$ cat config.mk
export PLATFORM = sky130hd
export DESIGN_NAME = ivca_top
export DESIGN_NICKNAME = d
export VERILOG_FILES = /design/src/hw/ivca_pkg.sv /design/src/hw/ivca_top.sv /design/src/hw/ivca_tick.sv /design/src/hw/ivca_divider.sv
export VERILOG_INCLUDE_DIRS = /design/src /design/src/hw
export SDC_FILE = /design/constraint.sdc
export NUM_CORES = 1
export LEC_CHECK = 0
export ABC_AREA = 1
export BUFFER_PORTS_ARGS = -buffer_cell sky130_fd_sc_hd__buf_4
export CELL_PAD_IN_SITES_DETAIL_PLACEMENT = 0
export CELL_PAD_IN_SITES_GLOBAL_PLACEMENT = 1
export CORE_MARGIN = 2
export CORE_UTILIZATION = 35
export CTS_CLUSTER_DIAMETER = 30
export CTS_CLUSTER_SIZE = 25
export DETAILED_ROUTE_END_ITERATION = 10
export PLACE_DENSITY = 0.78
export SLEW_MARGIN = 20
export SYNTH_ARGS = -nofsm -noshare
export SYNTH_HDL_FRONTEND = slang
export SYNTH_SLANG_ARGS = --single-unit
$ cat constraint.sdc
create_clock -name clk_i -period 5.7 [get_ports clk_i]
set_clock_uncertainty 0.05 [all_clocks]
set_input_delay 0.57 -clock clk_i [delete_from_list [all_inputs] [get_ports clk_i]]
set_output_delay 0.57 -clock clk_i [all_outputs]
set_load 0.02 [all_outputs]
$ cat src/hw/ivca_map.svh
// Register offsets, field positions, reset values and timing counts of the integrating counter
`ifndef IVCA_MAP_SVH
`define IVCA_MAP_SVH

// Byte offsets of the word registers on the Wishbone bus
`define IVCA_ADR_CONFIG      8'h00
`define IVCA_ADR_SOURCE      8'h04
`define IVCA_ADR_LIMIT       8'h08
`define IVCA_ADR_DIVISOR     8'h0c
`define IVCA_ADR_VALUE       8'h10
`define IVCA_ADR_STATUS      8'h14
`define IVCA_ADR_INT_STATUS  8'h18
`define IVCA_ADR_INT_MASK    8'h1c

// Configuration fields
`define IVCA_CFG_MODE_BIT     0
`define IVCA_CFG_ALARM_EN_BIT 1

// Counter status fields
`define IVCA_STAT_ALARM_BIT    0
`define IVCA_STAT_BUSY_BIT     1
`define IVCA_STAT_EXCEEDED_BIT 4

// Interrupt status and mask fields
`define IVCA_INT_EXCEEDED_BIT  0
`define IVCA_INT_ALARM_END_BIT 1
`define IVCA_INT_SAMPLE_BIT    2

// Reset values
`define IVCA_CONFIG_RESET  2'h0
`define IVCA_SOURCE_RESET  2'h0
`define IVCA_LIMIT_RESET   31'h7fffffff
`define IVCA_DIVISOR_RESET 31'h00000001
`define IVCA_MASK_RESET    3'h0

// Timing
`define IVCA_CLK_HZ         40000000
`define IVCA_SAMPLE_MS      500
`define IVCA_ALARM_S        10
`define IVCA_SAMPLE_CYCLES  (`IVCA_CLK_HZ / 1000 * `IVCA_SAMPLE_MS)
`define IVCA_ALARM_CYCLES   (`IVCA_CLK_HZ * `IVCA_ALARM_S)

`endif

$ cat src/hw/ivca_pkg.sv
// Types shared by the integrating counter modules
package ivca_pkg;

  typedef enum logic [1:0] {
    IVCA_IDLE,
    IVCA_DIVIDE,
    IVCA_ADD
  } ivca_state_t;

  typedef logic [31:0] ivca_word_t;

endpackage

$ cat src/hw/ivca_top.sv
// Integrating value counter with alarm limit, loop and saturate alarm modes, Wishbone slave
//
// Function
// - Integrate the area under the selected signal into the accumulated value.
// - Raise alarm when area exceeds limit and alarm enable bit 1 is set.
// - Take one sample of the selected signal every half second.
// - Integrate the scaled value of the signal, not its raw value.
// - Software reads the accumulated count; writing its register clears it.
// - Status bit 4 is set once the count has passed the alarm limit.
// - Loop mode (bit 0 = 0): enabled alarm stays active for ten seconds.
// - Saturate mode (bit 0 = 1): enabled alarm stays active until reset.
// - The integrated input is the signal named by the source select.
// - Each sample is divided by the divisor, from 1 upward, before adding.
// - Alarm limit accepts values from zero to 2147483647.
`include "ivca_map.svh"

module ivca_top
  import ivca_pkg::*;
#(
  parameter int unsigned SAMPLE_CYCLES = `IVCA_SAMPLE_CYCLES,
  parameter int unsigned ALARM_CYCLES  = `IVCA_ALARM_CYCLES
) (
  input  wire logic        clk_i,              // System clock, 40 MHz
  input  wire logic        rst_i,              // Synchronous reset, active high
  input  wire logic        wb_cyc_i,           // Wishbone cycle
  input  wire logic        wb_stb_i,           // Wishbone strobe
  input  wire logic        wb_we_i,            // Wishbone write enable
  input  wire logic [7:0]  wb_adr_i,           // Wishbone byte address
  input  wire logic [3:0]  wb_sel_i,           // Wishbone byte selects
  input  wire logic [31:0] wb_dat_i,           // Wishbone write data
  output logic      [31:0] wb_dat_o,           // Wishbone read data
  output logic             wb_ack_o,           // Wishbone acknowledge
  input  wire logic [31:0] signal0_i,          // Scaled monitored signal 0, signed
  input  wire logic [31:0] signal1_i,          // Scaled monitored signal 1, signed
  input  wire logic [31:0] signal2_i,          // Scaled monitored signal 2, signed
  input  wire logic [31:0] signal3_i,          // Scaled monitored signal 3, signed
  output logic             alarm_o,            // Counter alarm, active high
  output logic             limit_exceeded_o,   // Count has passed the limit
  output logic             irq_o               // Interrupt, active high level
);

  // Byte-lane merge for partial writes
  function automatic logic [31:0] merge_lanes(input logic [31:0] old_v,
                                              input logic [31:0] new_v,
                                              input logic [3:0]  sel);
    logic [31:0] res;
    res = old_v;
    for (int b = 0; b < 4; b++) begin
      if (sel[b]) begin
        res[8*b +: 8] = new_v[8*b +: 8];
      end
    end
    return res;
  endfunction

  // Address match of a word register
  function automatic logic hit(input logic [7:0] adr, input logic [7:0] offset);
    return adr[7:2] == offset[7:2];
  endfunction

  logic        bus_req;
  logic        bus_wr;
  logic [31:0] wr_cfg;
  logic [31:0] wr_src;
  logic [31:0] wr_lim;
  logic [31:0] wr_div;
  logic [31:0] wr_msk;

  logic [1:0]  integrator_config;
  logic [1:0]  integrator_source_select;
  logic [30:0] integrator_alarm_limit;
  logic [30:0] integrator_divisor;
  logic [31:0] integrator_accumulated_value;
  logic        exceeded;
  logic        alarm;
  logic [31:0] alarm_timer;
  logic [2:0]  int_status;
  logic [2:0]  int_mask;
  logic [2:0]  int_event;

  logic        sample_tick;
  ivca_state_t state;
  logic [31:0] sample;
  logic        div_start;
  logic        div_busy;
  logic        div_done;
  logic [31:0] quotient;
  logic [32:0] sum_wide;
  logic [31:0] next_value;
  logic        next_over;
  logic        count_reset;
  logic        loop_mode;
  logic        alarm_en;
  logic        alarm_expire;
  logic [31:0] scaled [4];
  logic [31:0] clamped [4];

  assign bus_req = wb_cyc_i && wb_stb_i && !wb_ack_o;
  assign bus_wr  = bus_req && wb_we_i;
  assign wr_cfg  = merge_lanes({30'h0, integrator_config}, wb_dat_i, wb_sel_i);
  assign wr_src  = merge_lanes({30'h0, integrator_source_select}, wb_dat_i, wb_sel_i);
  assign wr_lim  = merge_lanes({1'b0, integrator_alarm_limit}, wb_dat_i, wb_sel_i);
  assign wr_div  = merge_lanes({1'b0, integrator_divisor}, wb_dat_i, wb_sel_i);
  assign wr_msk  = merge_lanes({29'h0, int_mask}, wb_dat_i, wb_sel_i);

  assign loop_mode = !integrator_config[`IVCA_CFG_MODE_BIT];
  assign alarm_en  = integrator_config[`IVCA_CFG_ALARM_EN_BIT];

  assign count_reset = bus_wr && hit(wb_adr_i, `IVCA_ADR_VALUE);

  // Single-cycle ack; unmapped reads return zero and unmapped writes are dropped
  always_ff @(posedge clk_i) begin
    if (rst_i) begin
      wb_ack_o <= 1'b0;
    end else begin
      wb_ack_o <= bus_req;
    end
  end

  always_ff @(posedge clk_i) begin
    if (rst_i) begin
      wb_dat_o <= 32'h00000000;
    end else if (bus_req && !wb_we_i) begin
      case (wb_adr_i[7:2])
        6'(`IVCA_ADR_CONFIG >> 2):     wb_dat_o <= {30'h0, integrator_config};
        6'(`IVCA_ADR_SOURCE >> 2):     wb_dat_o <= {30'h0, integrator_source_select};
        6'(`IVCA_ADR_LIMIT >> 2):      wb_dat_o <= {1'b0, integrator_alarm_limit};
        6'(`IVCA_ADR_DIVISOR >> 2):    wb_dat_o <= {1'b0, integrator_divisor};
        6'(`IVCA_ADR_VALUE >> 2):      wb_dat_o <= integrator_accumulated_value;
        6'(`IVCA_ADR_STATUS >> 2): begin
          wb_dat_o <= 32'h00000000;
          wb_dat_o[`IVCA_STAT_ALARM_BIT]    <= alarm;
          wb_dat_o[`IVCA_STAT_BUSY_BIT]     <= div_busy || state != IVCA_IDLE;
          wb_dat_o[`IVCA_STAT_EXCEEDED_BIT] <= exceeded;
        end
        6'(`IVCA_ADR_INT_STATUS >> 2): wb_dat_o <= {29'h0, int_status};
        6'(`IVCA_ADR_INT_MASK >> 2):   wb_dat_o <= {29'h0, int_mask};
        default:                   wb_dat_o <= 32'h00000000;
      endcase
    end
  end

  // Configuration registers
  always_ff @(posedge clk_i) begin
    if (rst_i) begin
      integrator_config        <= `IVCA_CONFIG_RESET;
      integrator_source_select <= `IVCA_SOURCE_RESET;
      integrator_alarm_limit   <= `IVCA_LIMIT_RESET;
      integrator_divisor       <= `IVCA_DIVISOR_RESET;
      int_mask                 <= `IVCA_MASK_RESET;
    end else if (bus_wr) begin
      if (hit(wb_adr_i, `IVCA_ADR_CONFIG)) begin
        integrator_config <= wr_cfg[1:0];
      end
      if (hit(wb_adr_i, `IVCA_ADR_SOURCE)) begin
        integrator_source_select <= wr_src[1:0];
      end
      if (hit(wb_adr_i, `IVCA_ADR_LIMIT)) begin
        integrator_alarm_limit <= wr_lim[30:0];
      end
      if (hit(wb_adr_i, `IVCA_ADR_DIVISOR)) begin
        integrator_divisor <= (wr_div[30:0] == 31'h0) ? 31'h00000001 : wr_div[30:0];
      end
      if (hit(wb_adr_i, `IVCA_ADR_INT_MASK)) begin
        int_mask <= wr_msk[2:0];
      end
    end
  end

  ivca_tick #(
    .CYCLES (SAMPLE_CYCLES)
  ) u_tick (
    .clk_i  (clk_i),
    .rst_i  (rst_i),
    .tick_o (sample_tick)
  );

  assign scaled[0] = signal0_i;
  assign scaled[1] = signal1_i;
  assign scaled[2] = signal2_i;
  assign scaled[3] = signal3_i;

  // Area below zero is not counted, so negative samples add nothing
  for (genvar g = 0; g < 4; g++) begin : g_clamp
    assign clamped[g] = scaled[g][31] ? 32'h00000000 : scaled[g];
  end

  // Sample path: take, divide, add. A tick during a division is skipped;
  // the division takes far less than one sample period.
  always_ff @(posedge clk_i) begin
    if (rst_i) begin
      state     <= IVCA_IDLE;
      sample    <= 32'h00000000;
      div_start <= 1'b0;
    end else begin
      div_start <= 1'b0;
      case (state)
        IVCA_IDLE: begin
          if (sample_tick) begin
            sample    <= clamped[integrator_source_select];
            div_start <= 1'b1;
            state     <= IVCA_DIVIDE;
          end
        end
        IVCA_DIVIDE: begin
          if (div_done) begin
            state <= IVCA_ADD;
          end
        end
        IVCA_ADD: begin
          state <= IVCA_IDLE;
        end
        default: begin
          state <= IVCA_IDLE;
        end
      endcase
    end
  end

  ivca_divider u_divider (
    .clk_i      (clk_i),
    .rst_i      (rst_i),
    .start_i    (div_start),
    .dividend_i (sample),
    .divisor_i  (integrator_divisor),
    .busy_o     (div_busy),
    .done_o     (div_done),
    .quotient_o (quotient)
  );

  assign sum_wide   = {1'b0, integrator_accumulated_value} + {1'b0, quotient};
  assign next_value = sum_wide[32] ? 32'hffffffff : sum_wide[31:0];
  assign next_over  = next_value > {1'b0, integrator_alarm_limit};

  // Loop mode restarts the area from zero at each crossing; saturate keeps counting
  always_ff @(posedge clk_i) begin
    if (rst_i) begin
      integrator_accumulated_value <= 32'h00000000;
    end else if (count_reset) begin
      integrator_accumulated_value <= 32'h00000000;
    end else if (state == IVCA_ADD) begin
      integrator_accumulated_value <= (next_over && loop_mode) ? 32'h00000000 : next_value;
    end
  end

  // Exceeded flag, held until count cleared
  always_ff @(posedge clk_i) begin
    if (rst_i) begin
      exceeded <= 1'b0;
    end else if (state == IVCA_ADD && next_over) begin
      exceeded <= 1'b1;
    end else if (count_reset) begin
      exceeded <= 1'b0;
    end
  end

  assign alarm_expire = loop_mode && alarm && alarm_timer == 32'h00000000;

  always_ff @(posedge clk_i) begin
    if (rst_i) begin
      alarm       <= 1'b0;
      alarm_timer <= 32'h00000000;
    end else if (!alarm_en || count_reset) begin
      alarm       <= 1'b0;
      alarm_timer <= 32'h00000000;
    end else if (state == IVCA_ADD && next_over) begin
      alarm       <= 1'b1;
      alarm_timer <= ALARM_CYCLES[31:0] - 32'h00000001;
    end else if (alarm_expire) begin
      alarm <= 1'b0;
    end else if (alarm && loop_mode) begin
      alarm_timer <= alarm_timer - 32'h00000001;
    end
    // Saturate alarm holds: in saturate mode only a count clear or clearing the alarm enable ends it
  end

  assign int_event[`IVCA_INT_EXCEEDED_BIT]  = state == IVCA_ADD && next_over;
  assign int_event[`IVCA_INT_ALARM_END_BIT] = alarm_expire && alarm_en && !count_reset;
  assign int_event[`IVCA_INT_SAMPLE_BIT]    = state == IVCA_ADD;

  // Sticky events, write one to clear; a new event beats a clear
  always_ff @(posedge clk_i) begin
    if (rst_i) begin
      int_status <= 3'h0;
    end else if (bus_wr && hit(wb_adr_i, `IVCA_ADR_INT_STATUS) && wb_sel_i[0]) begin
      int_status <= (int_status & ~wb_dat_i[2:0]) | int_event;
    end else begin
      int_status <= int_status | int_event;
    end
  end

  always_ff @(posedge clk_i) begin
    if (rst_i) begin
      alarm_o          <= 1'b0;
      limit_exceeded_o <= 1'b0;
      irq_o            <= 1'b0;
    end else begin
      alarm_o          <= alarm;
      limit_exceeded_o <= exceeded;
      irq_o            <= |(int_status & int_mask);
    end
  end

endmodule

$ cat src/hw/ivca_tick.sv
// Prescaler producing the half-second sampling strobe
module ivca_tick
  import ivca_pkg::*;
#(
  parameter int unsigned CYCLES = 20000000
) (
  input  wire logic clk_i,   // System clock
  input  wire logic rst_i,   // Synchronous reset, active high
  output logic      tick_o   // One-cycle strobe every CYCLES clocks
);

  logic [31:0] count;

  always_ff @(posedge clk_i) begin
    if (rst_i) begin
      count  <= 32'h00000000;
      tick_o <= 1'b0;
    end else if (count == CYCLES[31:0] - 32'h00000001) begin
      count  <= 32'h00000000;
      tick_o <= 1'b1;
    end else begin
      count  <= count + 32'h00000001;
      tick_o <= 1'b0;
    end
  end

endmodule

$ cat src/hw/ivca_divider.sv
// Sequential restoring divider, one quotient bit per clock
module ivca_divider
  import ivca_pkg::*;
(
  input  wire logic        clk_i,       // System clock
  input  wire logic        rst_i,       // Synchronous reset, active high
  input  wire logic        start_i,     // Start pulse, ignored while busy
  input  wire logic [31:0] dividend_i,  // Dividend, taken at start
  input  wire logic [30:0] divisor_i,   // Divisor, nonzero, taken at start
  output logic             busy_o,      // Division in progress
  output logic             done_o,      // One-cycle pulse, quotient valid
  output logic [31:0]      quotient_o   // Quotient, held until next start
);

  logic [31:0] rem;
  logic [31:0] quo;
  logic [30:0] div;
  logic [5:0]  steps;
  logic [31:0] shifted;

  // Remainder stays below divisor, so its top bit is always clear
  assign shifted = {rem[30:0], quo[31]};

  always_ff @(posedge clk_i) begin
    if (rst_i) begin
      rem    <= 32'h00000000;
      quo    <= 32'h00000000;
      div    <= 31'h00000001;
      steps  <= 6'h00;
      busy_o <= 1'b0;
      done_o <= 1'b0;
    end else if (!busy_o) begin
      done_o <= 1'b0;
      if (start_i) begin
        rem    <= 32'h00000000;
        quo    <= dividend_i;
        div    <= divisor_i;
        steps  <= 6'h20;
        busy_o <= 1'b1;
      end
    end else begin
      if (shifted >= {1'b0, div}) begin
        rem <= shifted - {1'b0, div};
        quo <= {quo[30:0], 1'b1};
      end else begin
        rem <= shifted;
        quo <= {quo[30:0], 1'b0};
      end
      steps <= steps - 6'h01;
      if (steps == 6'h01) begin
        busy_o <= 1'b0;
        done_o <= 1'b1;
      end
    end
  end

  assign quotient_o = quo;

endmodule

; ---- Word-level counts from Yosys, hierarchy flattened
; Cells that the tools add are included.
; Widths: inputs -> output; s select.
[totals]
wordCells = 149
out_inout_bits = 36
input_bits = 177
reg_bits = 344
[op_classes]
bitwise_logic = 9
reduce_logical = 49
eq_ne = 14
n_lt_le_gt_ge = 3
n_addsub = 5
muxes = 39
[op_table]
columns = op, count
row1 = $pmux 32 s8, 1
row2 = $mux 31, 8
row3 = $mux 32, 6
row4 = $mux 29, 3
row5 = $bmux 32 s2, 1
row6 = $add 32x32->33, 1
row7 = $add 32x1->32 const B, 1
row8 = $eq 32x25->1 const B, 1
row9 = $ge 32x31->1, 1
row10 = $gt 32x31->1, 1
row11 = $logic_not 32->1, 1
row12 = $sub 32x1->32 const B, 1
row13 = $logic_not 31->1, 1
row14 = $sub 31x31->31, 1
row15 = $eq 6x3->1 const B, 4
row16 = $mux 8, 3
row17 = $reduce_and 3->1, 7
row18 = $logic_and 1x1->1, 13
row19 = $eq 6x1->1 const B, 2
row20 = $eq 6x2->1 const B, 2
row21 = $mux 6, 2
row22 = $reduce_and 2->1, 6
row23 = $mux 1, 10
row24 = $reduce_bool 2->1, 5
row25 = 21 further kinds, 37

; ---- Logic depth before layout (Yosys ltp)
[logic_depth]
word_depth = 8
ltp_mapped = 36
depth_no_buf = 34

; ---- Hierarchy
; From an unflattened synthesis, not the netlist that was laid out.
[unflattened]
cells_unflattened = 3351
hier_area_um2 = 22048.6
[by_module_without_submodules]
columns = module, seq_area_each_um2, instances, area_per_inst_um2, cells_per_inst
row1 = ivca_top, 4164.0, 1, 13135.1, 1909
row2 = ivca_divider, 2042.0, 1, 6949.2, 1146
row3 = ivca_tick, 660.6, 1, 1964.4, 296

; ---- Worst setup path before layout
; No wires, ideal clock.
[synth_path]
path_kind = register to register
start = reg integrator_accumulated_value[0]
end = reg integrator_accumulated_value[22]
path_buffers = 2
setup_time_ps = 132
path_stages_with_launch = 34
required_ps = 5518
period_less_slack_ps = 3907
slack_ps = 1793
arrival_time_ps = 3724
path_cell_list = dfxtp_1 -> ha_1 -> fa_1 -> nand3_1 -> nand3_2 -> a21oi_2 -> o21ai_2 -> a21boi_2 -> o21ai_2 -> nand2_2 -> nand2_4 -> buf_4 -> or2_2 -> ha_1 -> nand2_1 -> inv_1 -> nand3_1 -> nor2_1 -> nand2_1 -> nand2_1 -> nand2_1 -> nand2_1 -> nand2_1 -> nand2_1 -> nand2_1 -> nand2_1 -> nand2_1 -> nand2_1 -> nand2_1 -> nand2_2 -> nand2_4 -> buf_6 -> nand3_1 -> a21oi_1
[synth_between]
elab_chain_cells = 5
[synth_lines]
columns = element, line
row1 = start: declaration, ivca_top.sv:73  ; logic [31:0] integrator_accumulated_value;
row2 = start signal: assignment, ivca_top.sv:242  ; integrator_accumulated_value <= (next_over && loop_mode) ? 32'h00000000 : next_value;
row3 = $add 32x32->33 *, ivca_top.sv:231  ; assign sum_wide = {1'b0, integrator_accumulated_value} + {1'b0, quotient};
row4 = $mux 32 *, ivca_top.sv:232  ; assign next_value = sum_wide[32] ? 32'hffffffff : sum_wide[31:0];
row5 = $gt 32x31->1, ivca_top.sv:233  ; assign next_over = next_value > {1'b0, integrator_alarm_limit};
row6 = $logic_and 1x1->1, ivca_top.sv:242
row7 = $mux 32 *, ivca_top.sv:242
; Every way passes the cells marked *; elsewhere a longest branch is shown, timed or not.
; A chain may end at the register's enable or synchronous reset.

; ---- Worst setup path in the final report
[layout_path]
start = reg integrator_accumulated_value[0]
end = reg integrator_accumulated_value[17]
; Same word-level chain as after synthesis.

==> results.json <==
{
  "cts-htree-levels": 3,
  "grt_max_degree": 93,
  "cts-resized-gates": 0,
  "combPwrFrac_pct": 3.2,
  "ir_drop_v": 0.000193,
  "core_area_sq_um": 56500,
  "dieArea_sq_um": 59100,
  "intPower_mw": 6.28,
  "initial_core_util_pct": 35.4,
  "p_seq_share_pct": 30.5,
  "yosysWarnings": 0,
  "dp_hpwl_um": 47600,
  "finalSetupViolations": 0,
  "ios": 213,
  "num_vias": 20004,
  "netlist_instances": 2914,
  "drc": 0,
  "synthArstFlopShare_pct": 0,
  "grt_setup_unrepaired": "false",
  "switching_power_mw": 1.64,
  "stdcell_count": 3920,
  "viasPerCell": 5.10,
  "p_per_area_nw_per_um2": 313,
  "clockBufferDepth": 3,
  "cp-start-kind": "flop",
  "end_kind": "flop",
  "period_share_pct": 89.5,
  "antenna_found_initial": 0,
  "path_common_cell": "nand2_1",
  "cts_buffers": 89,
  "clock.fmax_ghz": 0.196,
  "cts_tree": "done",
  "wire_per_inst_um": 16.1,
  "slew_headroom_pct": 27.1,
  "initialDrtViolationCount": 1314,
  "dp_cells": 3759,
  "clkTransAtPathRegs_ns": 0.04,
  "firstDrtPassIters": 6,
  "synth-seq-cells": 343,
  "drv_slew": 0,
  "worst-setup-path-type": "reg2reg",
  "pwr-share-clk_pct": 66.3,
  "cp_slowest_cell": "inv_1",
  "synthesis.area_sq_um": 20000,
  "maxCapViolCount": 0,
  "fp.dieH_um": 243,
  "worstPathRequired_ns": 6.12,
  "yosysTopAreaCell": "dfxtp_1",
  "grt.total_usage_pct": 21.0,
  "hold_class": "in2reg",
  "post-cts-setup-buffers": 0,
  "yosys.area.top_type_share_pct": 34.3,
  "area_delta_synth_final_pct": 26.4,
  "ant_nets": 0,
  "tightest_slew_ns": 1.09,
  "arrival_ns": 5.52,
  "overflow": 0,
  "grt_pass1_wl_um": 101000,
  "root_buffer": "clkbuf_16",
  "p_sw_share_pct": 20.7,
  "leakage_nw": 11.8,
  "hold_violations": 0,
  "status": "finished, final reports clean",
  "cts_sinks": 343,
  "grt_pass1_vias": 19495,
  "clkLatencyLatePin_ns": 0.63,
  "synth-edff-count": 0,
  "portBuffers": 209,
  "final.setup.tns_ns": 0,
  "finalCriticalPeriod_ns": 5.10,
  "layout-drive-gt1-share_pct": 14.2,
  "place.gp.congestion": 0.937,
  "synth_ff_type": "dfxtp_1",
  "num_rows": 87,
  "ctsHoldBuffers": 0,
  "die-width_um": 243,
  "path_max_fanout": 32,
  "synthTopCellsByArea": "dfxtp_1 (34%), nand2_1 (11%), a21oi_1 (8.5%)",
  "max_stage_delay_ns": 0.44,
  "ys_seq_area_share_pct": 34.3,
  "syn_nets": 3191,
  "nets": 3372,
  "finalWirelength_um": 63100,
  "synthDistinctLibCells": 60,
  "synth_area_per_cell_sq_um": 6.87
}
## worst paths after layout
kind / slack (ns) / end / cells past startpoint / startpoint
worst max-delay path: 0.60 / integrator_accumulated_value[17]$_SDFFE_PP0P_ / 30 / integrator_accumulated_value[0]$_SDFFE_PP0P_
worst min-delay path: 0.14 / integrator_alarm_limit[4]$_SDFFE_PP1P_ / 3 / wb_dat_i[4]
worst max register to register: 0.60 / integrator_accumulated_value[17]$_SDFFE_PP0P_ / 30 / integrator_accumulated_value[0]$_SDFFE_PP0P_
worst min register to register: 0.40 / u_tick.count[0]$_SDFF_PP0_ / 1 / u_tick.count[0]$_SDFF_PP0_
## power by group through the flow
stage	logic (mW)	clock network, mW	registers (mW)
after floorplan	0.108	0	2.46
after global placement	0.251	0	2.46
after detailed placement	0.252	0	2.46
after CTS	0.253	5.34	2.41
after global routing	0.277	5.48	2.41
final	0.252	5.26	2.41
## synthesized netlist by cell type, drive strengths merged (2+ instances only)
library cell,instances
nor3b,4
o221a,2
ha,98
xnor2,27
o211ai,56
o2111ai,2
o21a,7
o221ai,33
mux2i,12
a21boi,3
dfxtp,343
a21o,12
clkinv,2
clkbuf,108
o22ai,34
a221oi,6
inv,422
a21oi,342
buf,29
a31oi,17
nor2,200
nand4,34
nor3,30
a22oi,35
xor2,35
o21bai,10
o21ai,247
a211oi,2
nor4,13
fa,2
nand3,117
nand2,590
or2,23
nand3b,10
## area by class of cell
cell class / instances / area (sq um)
Clock inverter: 45 / 698
Timing Repair Buffer: 227 / 1720
Sequential cell: 343 / 6870
Clock buffer: 114 / 2450
Inverter: 424 / 1590
Fill cell: 5680 / 31200
Antenna cell: 1 / 2.50
Tap cell: 756 / 946
Multi-Input combinational cell: 2010 / 11000
## metal layers
metal  part of all wire (%)  vias up  wire [um]  track usage (%)
met2                     46      581      28800             34.9
met1                     46     9204      28900             27.2
met4                    2.8        0       1770             7.49
met3                    5.7      108       3610             3.85
li1                       -    10111          -                -
met5                      0        -          0                0
## worst max-delay path: cells and delay by family (launching register included)
kind / cells / cell delay (ns)
and+or+nand+nor: 20 / 2.27
adders and majority gates: 3 / 1.00
AOI/OAI and AO/OA: 5 / 0.78
buffers and inverters: 2 / 0.50
DFF: 1 / 0.32
## state kept, by name, indices dropped and copies added (netlist names), 2 cells and up
signal / flops
integrator_accumulated_value: 32
integrator_alarm_limit: 31
u_tick.count: 32
integrator_divisor: 31
int_status: 3
u_divider.steps: 6
sample: 31
wb_dat_o: 32
u_divider.div: 31
integrator_config: 2
u_divider.quotient_o: 32
u_divider.rem: 31
integrator_source_select: 2
state: 2
int_mask: 3
alarm_timer: 32
## cells in the final DEF, fill, tap and decap left out, types with 34 or more instances in the layout
cell	n
nand2_1	580
xor2_1	35
o211ai_1	56
a21oi_1	340
a22oi_1	35
clkbuf_16	90
o21ai_0	239
buf_4	226
dfxtp_1	342
o22ai_1	34
ha_1	98
nand4_1	34
nand3_1	111
nor2_1	186
inv_1	414
## through the flow
step	hold WS [ns]	utilization, %	cell area [sq um]	setup slack [ns]	power (mW)
global route	0.141	44.8	25300	0.132	8.17
global placement	0.375	39.2	22100	0.628	2.71
finish	0.144	44.8	25300	0.599	7.92
CTS	0.111	44.7	25300	0.567	8.01
floorplan	0.363	-	20000	1.79	2.57
detailed placement	0.394	39.2	22100	0.613	2.71
## logic make-up after synthesis
| kind of cell | count (synthesis) | share of synthesized area (%) |
|---|---|---|
| simple gates | 1024 | 22.1 |
| mux | 12 | 0.600 |
| compound gates | 812 | 23.2 |
| xor+xnor | 62 | 2.71 |
| buf+inv | 561 | 10.8 |
| flops | 343 | 34.3 |
| fa+ha+maj | 100 | 6.33 |
(Power assumes the default switching activity.)
